File: config.mk
export PLATFORM = sky130hd
export DESIGN_NAME = sls_supervisor
export DESIGN_NICKNAME = d
export VERILOG_FILES = /design/src/rtl/sls_pkg.sv /design/src/rtl/sls_supervisor.sv /design/src/rtl/sls_timer.sv
export SDC_FILE = /design/constraint.sdc
export NUM_CORES = 1
export LEC_CHECK = 0
export BUFFER_PORTS_ARGS = -buffer_cell sky130_fd_sc_hd__buf_2
export CAP_MARGIN = 5
export CORE_MARGIN = 8
export CORE_UTILIZATION = 65
export CTS_BUF_LIST = sky130_fd_sc_hd__clkbuf_4 sky130_fd_sc_hd__clkbuf_8
export CTS_CLUSTER_SIZE = 25
export DETAILED_ROUTE_END_ITERATION = 16
export PLACE_DENSITY_LB_ADDON = 0.2
export SETUP_SLACK_MARGIN = 0.02
export SYNTH_ARGS = -nofsm -noshare
export SYNTH_HDL_FRONTEND = slang
export SYNTH_SLANG_ARGS = --single-unit
File: constraint.sdc
create_clock -name ref_clk -period 6.3 [get_ports ref_clk]
set_clock_uncertainty 0.05 [all_clocks]
set_input_delay 0.315 -clock ref_clk [delete_from_list [all_inputs] [get_ports ref_clk]]
set_output_delay 0.315 -clock ref_clk [all_outputs]
set_load 0.05 [all_outputs]
File: src/rtl/sls_pkg.sv
// constants, types and timing counts for the startup line supervisor
package sls_pkg;

    // ------------------------------------------------------------
    // clock
    // ------------------------------------------------------------
    localparam int CLK_PERIOD_NS = 20;              // 50 MHz reference

    // ------------------------------------------------------------
    // timer lengths, figures in their own unit
    // ------------------------------------------------------------
    localparam int BROWNOUT_TIME_MS    = 54;        // brown-out timer
    localparam int LOW_TO_HIGH_TIME_US = 300;       // high line qualify
    localparam int HIGH_TO_LOW_TIME_MS = 54;        // low line return

    // least times round up to whole cycles
    localparam int BROWNOUT_CYCLES =
        (BROWNOUT_TIME_MS * 1000000 + CLK_PERIOD_NS - 1) / CLK_PERIOD_NS;
    localparam int LOW_TO_HIGH_CYCLES =
        (LOW_TO_HIGH_TIME_US * 1000 + CLK_PERIOD_NS - 1) / CLK_PERIOD_NS;
    localparam int HIGH_TO_LOW_CYCLES =
        (HIGH_TO_LOW_TIME_MS * 1000000 + CLK_PERIOD_NS - 1) / CLK_PERIOD_NS;

    // counter width that holds every timer above
    localparam int TMR_W = 22;

    // ------------------------------------------------------------
    // supply state machine
    // ------------------------------------------------------------
    typedef enum logic [2:0] {
        SLS_CHARGE  = 3'b000,   // startup paths charging supply
        SLS_RUN     = 3'b001,   // controller enabled
        SLS_SAVINGS = 3'b010,   // power savings regulation
        SLS_LATCHED = 3'b011,   // latched off, waiting for clear
        SLS_DISCHG  = 3'b100,   // sinking supply, ac line absent
        SLS_DRAIN   = 3'b101,   // startup paths drain filter caps
        SLS_LOWBIAS = 3'b110    // low bias after the drain
    } sls_state_e;

endpackage : sls_pkg

File: src/rtl/sls_supervisor.sv
// supply and line supervisor sequencing the startup and stage enables
// Operation
// - reduced startup current below inhibit threshold
// - start threshold: startup off, controller on
// - below minimum: stages off, startup on
// - savings mode: regulate supply at threshold
// - savings charging only above turn-on level
// - leaving savings: both paths, fresh start
// - supply overvoltage while flyback runs latches
// - fault disables; restart at start threshold
// - flyback needs line and start threshold
// - line above start: startup on immediately
// - brown-out timer, then drive-disable gating
// - feedforward gain follows line range
// - high line: max on time one third
// - line mode defaults to low line
// - high line after continuous qualification time
// - qualify inhibited until line dips once
// - high-to-low timer returns to low line
// - line absent: sink supply, then drain
// - after drain, low bias at minimum
// - latch cleared by brown-out or reset
`timescale 1ns/1ps
module sls_supervisor
    import sls_pkg::*;
#(
    parameter int BO_CYCLES  = sls_pkg::BROWNOUT_CYCLES,
    parameter int L2H_CYCLES = sls_pkg::LOW_TO_HIGH_CYCLES,
    parameter int H2L_CYCLES = sls_pkg::HIGH_TO_LOW_CYCLES
) (
    input  wire logic ref_clk,         // 50 MHz reference clock
    input  wire logic rst_n,           // async reset, active low
    input  wire logic vcc_inhibit,     // supply above inhibit level
    input  wire logic vcc_on,          // supply at start threshold
    input  wire logic vcc_off,         // supply below minimum
    input  wire logic savings_regulation_threshold,       // supply above savings level
    input  wire logic supply_overvoltage_limit,         // supply above overvoltage
    input  wire logic vcc_reset,       // supply below reset level
    input  wire logic hv_ps,           // hv input above turn-on level
    input  wire logic line_ps,         // line input above turn-on
    input  wire logic bo_start,        // line above brown-out start
    input  wire logic bo_stop,         // line below brown-out stop
    input  wire logic drv_disable,     // line below drive-disable
    input  wire logic line_select,     // line above select level
    input  wire logic line_absent,     // ac line removal detected
    input  wire logic savings_req,     // power savings mode request
    input  wire logic fault_latch,     // latching fault detected
    input  wire logic fault_auto,      // non-latching fault present
    output logic      hv_start_en,     // hv startup path enable
    output logic      line_start_en,   // line startup path enable
    output logic      start_full,      // full startup current level
    output logic      vcc_dis_en,      // supply discharge sink
    output logic      pfc_en,          // correction stage enable
    output logic      flyback_en,      // flyback stage enable
    output logic      high_line,       // line mode, high when set
    output logic      ff_gain_high,    // feedforward gain select
    output logic      ton_third,       // max on time cut to a third
    output logic      low_bias         // low bias current state
);

    // ------------------------------------------------------------
    // input synchronisers
    // ------------------------------------------------------------
    localparam int NSYNC = 16;                 // number of flags

    logic [NSYNC-1:0] raw;                     // flags as they arrive
    logic [NSYNC-1:0] sync1;                   // first stage only
    logic [NSYNC-1:0] sync2;                   // usable flags

    assign raw = {vcc_inhibit, vcc_on, vcc_off, savings_regulation_threshold, supply_overvoltage_limit,
                  vcc_reset, hv_ps, line_ps, bo_start, bo_stop,
                  drv_disable, line_select, line_absent, savings_req,
                  fault_latch, fault_auto};

    // comparators switch asynchronously to the reference clock
    always_ff @(posedge ref_clk or negedge rst_n) begin
        if (!rst_n) begin
            sync1 <= '0;
            sync2 <= '0;
        end else begin
            sync1 <= raw;
            sync2 <= sync1;
        end
    end

    logic s_inh, s_on, s_off, s_pson, s_ovp, s_rst, s_hv, s_ln;
    logic s_bos, s_bop, s_drv, s_sel, s_abs, s_psm, s_fl, s_fa;
    assign {s_inh, s_on, s_off, s_pson, s_ovp, s_rst, s_hv, s_ln,
            s_bos, s_bop, s_drv, s_sel, s_abs, s_psm, s_fl, s_fa}
           = sync2;

    // ------------------------------------------------------------
    // timers
    // ------------------------------------------------------------
    logic bo_run;                              // brown-out timer run
    logic bo_exp;                              // brown-out expired
    logic l2h_run;                             // low-to-high run
    logic l2h_exp;                             // low-to-high expired
    logic h2l_run;                             // high-to-low run
    logic h2l_exp;                             // high-to-low expired
    logic l2h_inhibit;                         // qualification blocked
    logic bo_start_d;                          // previous bo_start

    // brown-out timer runs from the stop crossing until recovery
    logic bo_armed;                            // stop was crossed
    assign bo_run  = bo_armed;
    assign l2h_run = !high_line && s_sel && !l2h_inhibit;
    assign h2l_run = high_line && !s_sel;

    sls_timer #(.LENGTH(BO_CYCLES)) u_bo_timer (
        .ref_clk (ref_clk),
        .rst_n   (rst_n),
        .run     (bo_run),
        .expired (bo_exp)
    );

    sls_timer #(.LENGTH(L2H_CYCLES)) u_l2h_timer (
        .ref_clk (ref_clk),
        .rst_n   (rst_n),
        .run     (l2h_run),
        .expired (l2h_exp)
    );

    sls_timer #(.LENGTH(H2L_CYCLES)) u_h2l_timer (
        .ref_clk (ref_clk),
        .rst_n   (rst_n),
        .run     (h2l_run),
        .expired (h2l_exp)
    );

    // ------------------------------------------------------------
    // line mode machine
    // ------------------------------------------------------------
    logic next_high_line;                      // next line mode
    logic next_l2h_inhibit;                    // next inhibit
    logic next_bo_armed;                       // next brown-out arm

    always_comb begin
        next_high_line   = high_line;
        next_l2h_inhibit = l2h_inhibit;
        next_bo_armed    = bo_armed;
        if (!high_line && l2h_exp) begin
            next_high_line = 1'b1;
        end else if (high_line && h2l_exp) begin
            next_high_line   = 1'b0;
            next_l2h_inhibit = 1'b1;
        end
        // one dip below brown-out stop frees the qualification
        if (l2h_inhibit && s_bop) begin
            next_l2h_inhibit = 1'b0;
        end
        if (s_bop) begin
            next_bo_armed = 1'b1;
        end else if (s_bos) begin
            next_bo_armed = 1'b0;
        end
    end

    always_ff @(posedge ref_clk or negedge rst_n) begin
        if (!rst_n) begin
            high_line   <= 1'b0;
            l2h_inhibit <= 1'b0;
            bo_armed    <= 1'b0;
            bo_start_d  <= 1'b0;
        end else begin
            high_line   <= next_high_line;
            l2h_inhibit <= next_l2h_inhibit;
            bo_armed    <= next_bo_armed;
            bo_start_d  <= s_bos;
        end
    end

    // ------------------------------------------------------------
    // supply state machine
    // ------------------------------------------------------------
    sls_state_e state;                         // supply state
    sls_state_e next_state;                    // next supply state
    logic       bo_rise;                       // line crossed start
    logic       bo_cut;                        // brown-out drive cut
    logic       latch_clr;                     // latch release

    assign bo_rise   = s_bos && !bo_start_d;
    assign bo_cut    = bo_exp && s_drv;
    assign latch_clr = bo_cut || s_rst;

    always_comb begin
        next_state = state;
        unique case (state)
            SLS_CHARGE: begin
                // start needs line present and no remaining fault
                if (s_abs) begin
                    next_state = SLS_DISCHG;
                end else if (s_fl) begin
                    next_state = SLS_LATCHED;
                end else if (s_on && !s_fa) begin
                    next_state = SLS_RUN;
                end
            end
            SLS_RUN: begin
                if (s_abs) begin
                    next_state = SLS_DISCHG;
                end else if (s_fl || (flyback_en && s_ovp)) begin
                    next_state = SLS_LATCHED;
                end else if (s_fa || s_off) begin
                    next_state = SLS_CHARGE;
                end else if (s_psm) begin
                    next_state = SLS_SAVINGS;
                end
            end
            SLS_SAVINGS: begin
                if (s_abs) begin
                    next_state = SLS_DISCHG;
                end else if (!s_psm || s_off) begin
                    next_state = SLS_CHARGE;
                end
            end
            SLS_LATCHED: begin
                if (latch_clr) begin
                    next_state = SLS_CHARGE;
                end
            end
            SLS_DISCHG: begin
                if (s_off) begin
                    next_state = SLS_DRAIN;
                end
            end
            SLS_DRAIN: begin
                // one charge pass empties the filter capacitors
                if (!s_abs && s_bos) begin
                    next_state = SLS_CHARGE;
                end else if (s_on) begin
                    next_state = SLS_LOWBIAS;
                end
            end
            SLS_LOWBIAS: begin
                if (!s_abs && s_bos) begin
                    next_state = SLS_CHARGE;
                end
            end
            default: next_state = SLS_CHARGE;
        endcase
    end

    // ------------------------------------------------------------
    // output decode
    // ------------------------------------------------------------
    logic next_start;                          // next startup enable
    logic next_full;                           // next current level
    logic next_dis;                            // next discharge sink
    logic next_run;                            // next stage enable
    logic next_fly;                            // next flyback enable
    logic next_lowb;                           // next low bias

    always_comb begin
        next_start = 1'b0;
        next_run   = 1'b0;
        next_fly   = 1'b0;
        next_dis   = 1'b0;
        next_lowb  = 1'b0;
        unique case (next_state)
            SLS_CHARGE:  next_start = 1'b1;
            SLS_RUN: begin
                next_run = !bo_cut;
                next_fly = !bo_cut && s_bos;
            end
            SLS_SAVINGS: next_start = !s_pson;
            SLS_LATCHED: next_start = 1'b0;
            SLS_DISCHG:  next_dis   = 1'b1;
            SLS_DRAIN:   next_start = 1'b1;
            SLS_LOWBIAS: next_lowb  = s_off;
            default:     next_start = 1'b1;
        endcase
        // a rising line brings the paths on without waiting
        if (bo_rise && next_state != SLS_RUN) begin
            next_start = 1'b1;
        end
        next_full = s_inh;
    end

    always_ff @(posedge ref_clk or negedge rst_n) begin
        if (!rst_n) begin
            state         <= SLS_CHARGE;
            hv_start_en   <= 1'b0;
            line_start_en <= 1'b0;
            start_full    <= 1'b0;
            vcc_dis_en    <= 1'b0;
            pfc_en        <= 1'b0;
            flyback_en    <= 1'b0;
            ff_gain_high  <= 1'b0;
            ton_third     <= 1'b0;
            low_bias      <= 1'b0;
        end else begin
            state         <= next_state;
            // in savings each path needs its own input above turn-on
            hv_start_en   <= next_start &&
                             (next_state != SLS_SAVINGS || s_hv);
            line_start_en <= next_start &&
                             (next_state != SLS_SAVINGS || s_ln);
            start_full    <= next_full;
            vcc_dis_en    <= next_dis;
            pfc_en        <= next_run;
            flyback_en    <= next_fly;
            ff_gain_high  <= next_high_line;
            ton_third     <= next_high_line;
            low_bias      <= next_lowb;
        end
    end

    // ------------------------------------------------------------
    // checks
    // ------------------------------------------------------------
    reduced_level_a: assert property (
        @(posedge ref_clk) disable iff (!rst_n)
        !s_inh |=> !start_full
    ) else $error("full current below inhibit");

    start_run_a: assert property (
        @(posedge ref_clk) disable iff (!rst_n)
        (state == SLS_CHARGE && s_on && !s_fa && !s_fl && !s_abs)
        |=> state == SLS_RUN && !hv_start_en
    ) else $error("no run at start threshold");

    min_supply_a: assert property (
        @(posedge ref_clk) disable iff (!rst_n)
        (state == SLS_RUN && s_off && !s_abs && !s_fl && !s_ovp)
        |=> !pfc_en && !flyback_en && hv_start_en && line_start_en
    ) else $error("no recharge at minimum");

    ovp_latch_a: assert property (
        @(posedge ref_clk) disable iff (!rst_n)
        (state == SLS_RUN && flyback_en && s_ovp && !s_abs)
        |=> state == SLS_LATCHED ##1 !pfc_en
    ) else $error("overvoltage did not latch");

    flyback_gate_a: assert property (
        @(posedge ref_clk) disable iff (!rst_n)
        flyback_en |-> $past(s_bos)
    ) else $error("flyback without line");

    line_default_a: assert property (
        @(posedge ref_clk) disable iff (!rst_n)
        $rose(high_line) |-> $past(s_sel, 2)
    ) else $error("high line without select");

    low_return_a: assert property (
        @(posedge ref_clk) disable iff (!rst_n)
        (high_line && h2l_exp) |=> !high_line && l2h_inhibit
    ) else $error("no return to low line");

    absent_sink_a: assert property (
        @(posedge ref_clk) disable iff (!rst_n)
        (state == SLS_RUN && s_abs) |=> vcc_dis_en && !pfc_en
    ) else $error("no discharge on line loss");

    qualify_hold_a: assert property (
        @(posedge ref_clk) disable iff (!rst_n)
        (l2h_inhibit && !high_line) |=> !high_line
    ) else $error("high line while qualify inhibited");

endmodule : sls_supervisor

File: src/rtl/sls_timer.sv
// qualification timer: counts while run is high, flags expiry
`timescale 1ns/1ps
module sls_timer #(
    parameter int LENGTH = 16                  // cycles to expiry
) (
    input  wire logic ref_clk,                 // reference clock
    input  wire logic rst_n,                   // async reset, low
    input  wire logic run,                     // count while high
    output logic      expired                  // length reached
);
    import sls_pkg::*;

    logic [TMR_W-1:0] count;                    // elapsed cycles
    logic [TMR_W-1:0] next_count;               // next elapsed
    logic             next_expired;             // next expiry flag

    // ------------------------------------------------------------
    // counting
    // ------------------------------------------------------------
    // clearing when run drops makes the qualification continuous
    always_comb begin
        next_count   = '0;
        next_expired = 1'b0;
        if (run) begin
            if (count >= TMR_W'(LENGTH - 1)) begin
                next_count   = count;            // saturate
                next_expired = 1'b1;
            end else begin
                next_count = count + 1'b1;
            end
        end
    end

    always_ff @(posedge ref_clk or negedge rst_n) begin
        if (!rst_n) begin
            count   <= '0;
            expired <= 1'b0;
        end else begin
            count   <= next_count;
            expired <= next_expired;
        end
    end

    // expiry only ever rises after a cycle with run high
    timer_needs_run_a: assert property (
        @(posedge ref_clk) disable iff (!rst_n)
        $rose(expired) |-> $past(run)
    ) else $error("timer expired without run");

endmodule : sls_timer

# Yosys cells after proc, flatten, opt, wreduce, memory -nomap -nowiden
# Index checks and enable logic that the tools add are counted.
dict set report word_totals {
  register_bits 115
  out_inout_bits 10
  elab_cells 119
}
dict set report op_classes {
  add_sub_neg 3
  magnitude_cmp 3
  n_eq_ne 17
  n_mux 40
  n_reduce_logical 36
}
# cell count
set op_table {}
lappend op_table {{2-to-1 mux 22 bit} 6}
lappend op_table {{adder 22 x 1 -> 22 bit (second input constant)} 3}
lappend op_table {{greater-or-equal comparator 22 bit (second input constant)} 2}
lappend op_table {{2-to-1 mux 3 bit} 14}
lappend op_table {{greater-or-equal comparator 22 x 14 -> 1 bit (second input constant)} 1}
lappend op_table {{one-hot mux 3 bit (7 select lines)} 1}
lappend op_table {{2-to-1 mux 1 bit} 18}
lappend op_table {{== test 3 bit (second input constant)} 5}
lappend op_table {{logical AND 1 bit} 15}
lappend op_table {{== test 3 x 2 -> 1 bit (second input constant)} 4}
lappend op_table {{logical NOT 1 bit} 9}
lappend op_table {{== test 3 x 1 -> 1 bit (second input constant)} 2}
lappend op_table {{logical OR 1 bit} 6}
lappend op_table {{inequality test 2 bit (second input constant)} 3}
lappend op_table {{nonzero test 2 bit} 3}
lappend op_table {{OR reduction 4 bit} 1}
lappend op_table {{logical NOT 3 bit} 1}
lappend op_table {{inequality test 3 x 1 -> 1 bit (second input constant)} 1}
lappend op_table {{inequality test 3 x 2 -> 1 bit (second input constant)} 1}
lappend op_table {{inequality test 2 x 1 -> 1 bit (second input constant)} 1}
lappend op_table {{one-hot mux 1 bit (2 select lines)} 1}
lappend op_table {{AND reduction 2 bit} 1}

# Longest topological paths before layout
# Gate-level depths: netlist (run 1).
dict set report depth {
  depth_word 11
  ltp_mapped 8
  ltp_nobuf 7
}

# Hierarchy
# From an unflattened synthesis (run 1), not the netlist that was laid out.
dict set report unflattened {
  hier_cells 506
  area_unflattened_um2 5355.1
}
# module n_inst cells_per_inst area_each_um2 seq_area_each_um2
set by_module_without_submodules {}
lappend by_module_without_submodules {sls_supervisor 1 108 1547.7 1151.1}
lappend by_module_without_submodules {{sls_timer at u_h2l_timer} 1 150 1358.8 575.6}
lappend by_module_without_submodules {{sls_timer at u_bo_timer} 1 139 1297.5 575.6}
lappend by_module_without_submodules {{sls_timer at u_l2h_timer} 1 109 1151.1 575.6}

# Least setup slack after synthesis (run 1)
# No wires, ideal clock.
dict set report synth_timing {
  path_type {reg-to-reg}
  from {register u_bo_timer.count[0]}
  to {register u_bo_timer.count[11]}
  setup_ns 0.119
  arrival_time_ns 1.865
  path_slack_ns 4.266
  path_stages_with_launch 9
  n_path_buf 1
  path_cell_list {dfrtp_1 -> ha_1 -> a41oi_1 -> o21ai_1 -> a21oi_1 -> clkbuf_1 -> nand4_1 -> xnor2_1 -> and2_1}
}
dict set report synth_between {
  elab_chain_len 3
  elab_cells_between_ends 5
  classes_between {add/sub (1); order compare (1); eq/ne (1); mux (2)}
}
# element line
set synth_rtl {}
lappend synth_rtl {{start: declaration} sls_timer.sv:13} ;# logic [TMR_W-1:0] count;
lappend synth_rtl {{start signal: assignment} sls_timer.sv:39} ;# count <= next_count;
lappend synth_rtl {{adder 22 x 1 -> 22 bit} sls_timer.sv:29} ;# next_count = count + 1'b1;
lappend synth_rtl {{2-to-1 mux 22 bit} sls_timer.sv:25} ;# if (count >= TMR_W'(LENGTH - 1)) begin
lappend synth_rtl {{2-to-1 mux 22 bit} sls_timer.sv:24} ;# if (run) begin
# Several ways; a longest one is shown, not always the timed one. The select of a mux whose other input is x is not followed.
# A chain may end at the register's enable or synchronous reset.

# Worst setup path in the final report (run 1)
dict set report layout_timing {
  from {register u_bo_timer.count[0]}
  to {register u_bo_timer.count[5]}
}
# Same word-level chain as after synthesis.

==> results.json, run 1 <==
{
  "maxSlewViolCount": 0,
  "hold_class": "flop to flop",
  "netlist_area_sq_um": 4950,
  "dp_hpwl_um": 5788,
  "synth-edff-count": 0,
  "initial_core_util_pct": 65.41,
  "fp.dieW_um": 103.3,
  "grt_pass1_vias": 3557,
  "syn_area_per_cell_sq_um": 10.90,
  "grt_usage_pct": 20.59,
  "grt_pass1_wl_um": 16670,
  "hold_viol": 0,
  "post_synth_num_cell_types": 54,
  "cp_max_fo": 13,
  "yosys.area_share.xor_xnor_pct": 8.670,
  "dr_wl_met2_um": 5022,
  "wl_met3_um": 368,
  "ys_ff_latch": 115,
  "core_area_sq_um": 7567,
  "yosys_warnings": 0,
  "numPortBuffers": 27,
  "fin_crit_ns": 2.727,
  "yosys_most_used_dff": "dfrtp_1",
  "drive_gt1_share_pct": 13.35,
  "powerDensity_nw_per_um2": 299.2,
  "cp-end-kind": "flop",
  "post_cts_buffers": 0,
  "min_period_over_period_pct": 43.28,
  "crit_path_start_kind": "flop",
  "syn_nets": 475,
  "status": "complete, no violations",
  "async_flop_share_pct": 100.0,
  "drt-vias-per-instance": 5.669,
  "routed_wl_um": 9890,
  "ctsResizeCount": 0,
  "clk_latency_ns": 0.42,
  "synthAdderAreaFrac_pct": 0.7583,
  "wl_met1_um": 4312,
  "crit_required_ns": 6.55,
  "routabilityCongestion": 0.8238,
  "worstReg2RegStart": "u_bo_timer.count[0]$_DFFE_PN0N_",
  "rr_endpoint": "u_bo_timer.count[5]$_DFFE_PN0N_",
  "synth_compound_area_share_pct": 5.890,
  "rsz0062_at_grt": "no",
  "finalSetupViolCount": 0,
  "crit_start": "u_bo_timer.count[0]$_DFFE_PN0N_",
  "worstMarginPinSlew_ns": 1.104,
  "synthSimpleGateAreaFrac_pct": 24.09,
  "critPathKind": "flop to flop",
  "rows": 32,
  "drtIter0Drc": 178,
  "cts_root_buf": "clkbuf_8",
  "worstPathArrival_ns": 2.98,
  "tns_ns": 0,
  "num_vias": 3509,
  "p_leak_nw": 2.624,
  "wl_per_cell_um": 15.98,
  "drcViolationCount": 0,
  "cts_buffers": 17,
  "ff2ff_setup_slack_ns": 3.57,
  "syn2layout_area_growth_pct": 16.00,
  "cts_tree": "built",
  "synthCells": 454,
  "cts_sinks": 115,
  "drtAntennaViolNets": 0,
  "antenna_found_initial": 0,
  "synth.yosys.seq_area_share_pct": 58.14,
  "path_clk_slew_ns": 0.07,
  "min-delay-start": "sync1[14]$_DFF_PN0_",
  "grt_remaining_overflow": 0,
  "firstDrtPassIters": 7,
  "fin_util_pct": 75.88,
  "fin_cells": 619,
  "clk_path_buf_depth": 2,
  "dpl_cell_area_sq_um": 5159,
  "placed_cells": 570,
  "antenna_cells": 0,
  "max-cap-violations": 0,
  "crit_end": "u_bo_timer.count[5]$_DFFE_PN0N_",
  "hold_buffers": 17,
  "die_area_sq_um": 10660,
  "htreeDepth": 4,
  "io_pins": 28,
  "nets": 525,
  "synth_top_family_by_area": "simple AND/OR/NAND/NOR gates",
  "final_cell_area_sq_um": 5742,
  "max_slew_margin_pct": 26.37,
  "synthMuxAreaShare_pct": 0.4044,
  "die_h_um": 103.3,
  "fmax_ghz": 0.3668,
  "highest_layer": "met4",
  "r2r_cells": 7,
  "grt_max_degree": 73,
  "peakVddDrop_mv": 0.2065
}
-- flip-flops by register name, indices dropped and copies added (netlist names), 3 cells and up --
signal	flops
u_bo_timer.count	22
u_h2l_timer.count	22
u_l2h_timer.count	22
sync1	16
sync2	16
state	3
-- power by group --
group | switching, mW | internal [mW]
clock | 0.305 | 0.405
combinational | 0.129 | 0.0627
sequential | 0.0371 | 0.780
-- per-layer routing --
metal | track usage [%] | vias to the layer above
met1 | 25.14 | 1741
met2 | 34.19 | 74
li1 | - | 1680
met5 | 0 | -
met3 | 5.355 | 14
met4 | 8.231 | 0
-- Yosys cell counts (8+ instances only) --
library cell  number  area, sq um
inv_1              8        30.03
clkbuf_1           9        33.78
and2_1            32        200.2
nand3_1           25        125.1
nand2_1           32        120.1
and3_1             9        56.30
nor2_1            54        202.7
xor2_1            28        245.2
xnor2_1           21        183.9
nor3_1            10        50.05
dfrtp_1          115         2878
nand4_1           29        181.4
-- final cells by class --
class                           instances  area (sq um)
Inverter                                8         30.03
Clock buffer                           19         255.2
Sequential cell                       115          2878
Timing Repair Buffer                   46         322.8
Multi-Input combinational cell        316          1971
Fill cell                             487          1826
Tap cell                              102         127.6
Clock inverter                         13         157.7
-- logic make-up (layout without fill, tap and decap cells) --
logic type                 after synthesis  after routing
AOI/OAI and AO/OA                       42             42
DFF                                    115            115
xor gates and xnor gates                49             49
and+or+nand+nor                        220            220
muxes                                    2              2
buffers and inverters                   23             86
adders and majority gates                3              3
-- worst max-delay path: stages (launching register included) --
cell and delay (ns):
dfrtp_1 0.40, ha_1 0.28, a41oi_1 0.27, o21ai_1 0.10
a21oi_1 0.86, nand4_1 0.27, xnor2_1 0.21, and2_1 0.17
-- worst min path at each step --
stage                                      end  depth (start not counted)
after floorplan           bo_armed$_DFFE_PN0P_                          0
after global placement      sync2[4]$_DFF_PN0_                          0
after detailed placement    sync2[0]$_DFF_PN0_                          0
after CTS                  sync2[10]$_DFF_PN0_                          0
after global routing       sync2[15]$_DFF_PN0_                          0
final                      sync2[14]$_DFF_PN0_                          0
-- placed cells by master, fill, tap and decap left out, drive strengths merged, types with 4 or more instances in the layout --
cell type / Yosys / final
a21oi: 7 / 7
and2: 32 / 32
and3: 10 / 10
buf: 6 / 29
clkbuf: 9 / 19
clkinv: 0 / 4
clkinvlp: 0 / 4
dfrtp: 115 / 115
dlygate4sd3: 0 / 17
inv: 8 / 10
nand2: 32 / 32
nand3: 25 / 25
nand4: 29 / 29
nor2: 54 / 54
nor3: 11 / 11
nor4: 4 / 4
o21ai: 14 / 14
or3: 4 / 4
xnor2: 21 / 21
xor2: 28 / 28
-- stage by stage --
| step | worst slack [ns] | hold WS (ns) | power (mW) |
|---|---|---|---|
| floorplan | 4.266 | -0.03059 | 0.9510 |
| global placement | 3.852 | 0.2828 | 1.002 |
| detailed placement | 3.695 | 0.2847 | 1.010 |
| CTS | 3.667 | 0.2983 | 1.722 |
| global route | 3.486 | 0.3100 | 1.787 |
| finish | 3.573 | 0.3029 | 1.718 |
Note: power is estimated with default switching activity, not from simulation.
==> run 2: changes to the inputs <==
--- a/config.mk
+++ b/config.mk
@@ -8,7 +8,7 @@
 export BUFFER_PORTS_ARGS = -buffer_cell sky130_fd_sc_hd__buf_2
 export CAP_MARGIN = 5
 export CORE_MARGIN = 8
-export CORE_UTILIZATION = 65
+export CORE_UTILIZATION = 63
 export CTS_BUF_LIST = sky130_fd_sc_hd__clkbuf_4 sky130_fd_sc_hd__clkbuf_8
 export CTS_CLUSTER_SIZE = 25
 export DETAILED_ROUTE_END_ITERATION = 16
==> constraint.sdc (replaced) <==
create_clock -name ref_clk -period 2.77 [get_ports ref_clk]
set_clock_uncertainty 0.05 [all_clocks]
set_input_delay 0.1385 -clock ref_clk [delete_from_list [all_inputs] [get_ports ref_clk]]
set_output_delay 0.1385 -clock ref_clk [all_outputs]
set_load 0.05 [all_outputs]
==> results.json, run 2 (synthesis gave the netlist of run 1 again) <==
{
  "p_leak_nw": 2.635,
  "num_vias": 3482,
  "core_area_sq_um": 7687,
  "cts_buffers": 17,
  "fin_crit_ns": 2.272,
  "drtIter0Drc": 114,
  "crit_path_start_kind": "flop",
  "min_period_over_period_pct": 82.03,
  "path_clk_slew_ns": 0.08,
  "rows": 32,
  "worstPathArrival_ns": 2.54,
  "grt_pass1_wl_um": 16340,
  "drcViolationCount": 0,
  "syn2layout_area_growth_pct": 16.53,
  "nets": 528,
  "hold_viol": 0,
  "wl_met3_um": 368,
  "hold_class": "input pin to flop",
  "firstDrtPassIters": 4,
  "reg_top3": "u_bo_timer.count (22), u_h2l_timer.count (22), u_l2h_timer.count (22)",
  "wl_met1_um": 4223,
  "initial_core_util_pct": 64.39,
  "grt_pass1_vias": 3469,
  "cp-end-kind": "flop",
  "finalSetupViolCount": 0,
  "setup_ws_ns": 0.4977,
  "crit_required_ns": 3.04,
  "max-cap-violations": 0,
  "clk_latency_ns": 0.43,
  "routed_wl_um": 9655,
  "grt_usage_pct": 18.41,
  "antenna_cells": 0,
  "die_area_sq_um": 10950,
  "ctsResizeCount": 0,
  "critPathKind": "flop to flop",
  "dr_wl_met2_um": 4941,
  "wl_per_cell_um": 15.52,
  "final_common_cell": "dfrtp_1",
  "hold_buffers": 17,
  "fp.dieW_um": 104.6,
  "worstMarginPinSlew_ns": 0.8814,
  "routabilityCongestion": 0.8319,
  "status": "complete, no violations",
  "layout_common_cells": "dfrtp_1 (115), nor2_1 (54), nand2_1 (32), and2_1 (32), nand4_1 (29)",
  "cts_root_buf": "clkbuf_8",
  "grt_max_degree": 72,
  "post_cts_buffers": 0,
  "antenna_found_initial": 0,
  "peakVddDrop_mv": 0.7683,
  "tns_ns": 0,
  "io_pins": 28,
  "pre_cts_ws_ns": 0.5489,
  "fill_cells": 518,
  "fmax_ghz": 0.4401,
  "drt-vias-per-instance": 5.598,
  "powerDensity_nw_per_um2": 677.3,
  "highest_layer": "met4",
  "die_h_um": 104.6,
  "clk_path_buf_depth": 2,
  "drive_gt1_share_pct": 13.85,
  "maxSlewViolCount": 0,
  "drtAntennaViolNets": 0,
  "max_slew_margin_pct": 41.24,
  "numPortBuffers": 27,
  "cp_max_fo": 7,
  "cts_tree": "built",
  "htreeDepth": 4,
  "dp_hpwl_um": 5892,
  "rsz0062_at_grt": "no",
  "cts_sinks": 115,
  "grt_remaining_overflow": 0
}
run 2: changes by cell type in the layout (fill, tap and decap cells not counted):
cell / change
clkbuf_8: -1
clkbuf_4: -1
clkinv_4: +3
clkinv_2: -2
inv_6: +1
buf_4: +3
run 2: critical path, stage by stage, from the launching register on:
cell and delay [ns]:
dfrtp_1 0.41, ha_1 0.29, a41oi_1 0.24, o21ai_1 0.09
a21oi_1 0.41, buf_4 0.25, nand4_1 0.11, xnor2_1 0.15
and2_1 0.16
run 2: power breakdown:
group | total (mW) | internal, mW | switching, mW
combinational | 0.429 | 0.144 | 0.285
clock | 1.62 | 0.897 | 0.728
sequential | 1.85 | 1.77 | 0.0806
total | 3.91 | 2.81 | 1.09
run 2: layout make-up:
| type | instances | area (sq um) | share of cell area [%] |
|---|---|---|---|
| clock inverters | 15 | 182.7 | 3.167 |
| clock buffers | 17 | 234.0 | 4.056 |
| flip-flops and latches | 115 | 2878 | 49.89 |
| multi-input cells | 316 | 1971 | 34.16 |
| well taps | 102 | 127.6 | 2.213 |
| repair buffers | 49 | 345.3 | 5.987 |
| inverters | 8 | 30.03 | 0.5206 |
run 2: layer usage:
layer / track usage [%] / up-vias
li1: - / 1688
met1: 21.83 / 1715
met2: 31.28 / 65
met3: 4.853 / 14
met4: 7.441 / 0
met5: 0 / -
run 2: path summary, 6_finish.rpt:
kind	end	slack (ns)	startpoint	cells after the start
max in group asynchronous	sync2[3]$_DFF_PN0_	1.50	rst_n	3
worst min-delay path	sync1[0]$_DFF_PN0_	0.29	fault_auto	2
min in group asynchronous	u_bo_timer.count[10]$_DFFE_PN0N_	0.32	rst_n	2
worst max register to register	u_bo_timer.count[6]$_DFFE_PN0N_	0.50	u_bo_timer.count[0]$_DFFE_PN0N_	8
worst min register to register	sync2[15]$_DFF_PN0_	0.30	sync1[15]$_DFF_PN0_	0
worst max-delay path	u_bo_timer.count[6]$_DFFE_PN0N_	0.50	u_bo_timer.count[0]$_DFFE_PN0N_	8
run 2: metrics by stage:
stage                     total power [mW]  area [sq um]  hold WS (ns)  util, %  instances
after CTS                            3.926          5768        0.2743    75.03        622
after floorplan                      2.163          4950       -0.2071        -        454
final                                3.907          5768        0.2923    75.03        622
after global placement               2.280          5181        0.1965    67.40        573
after detailed placement             2.292          5181        0.1979    67.40        573
after global routing                 4.061          5768        0.2749    75.03        622
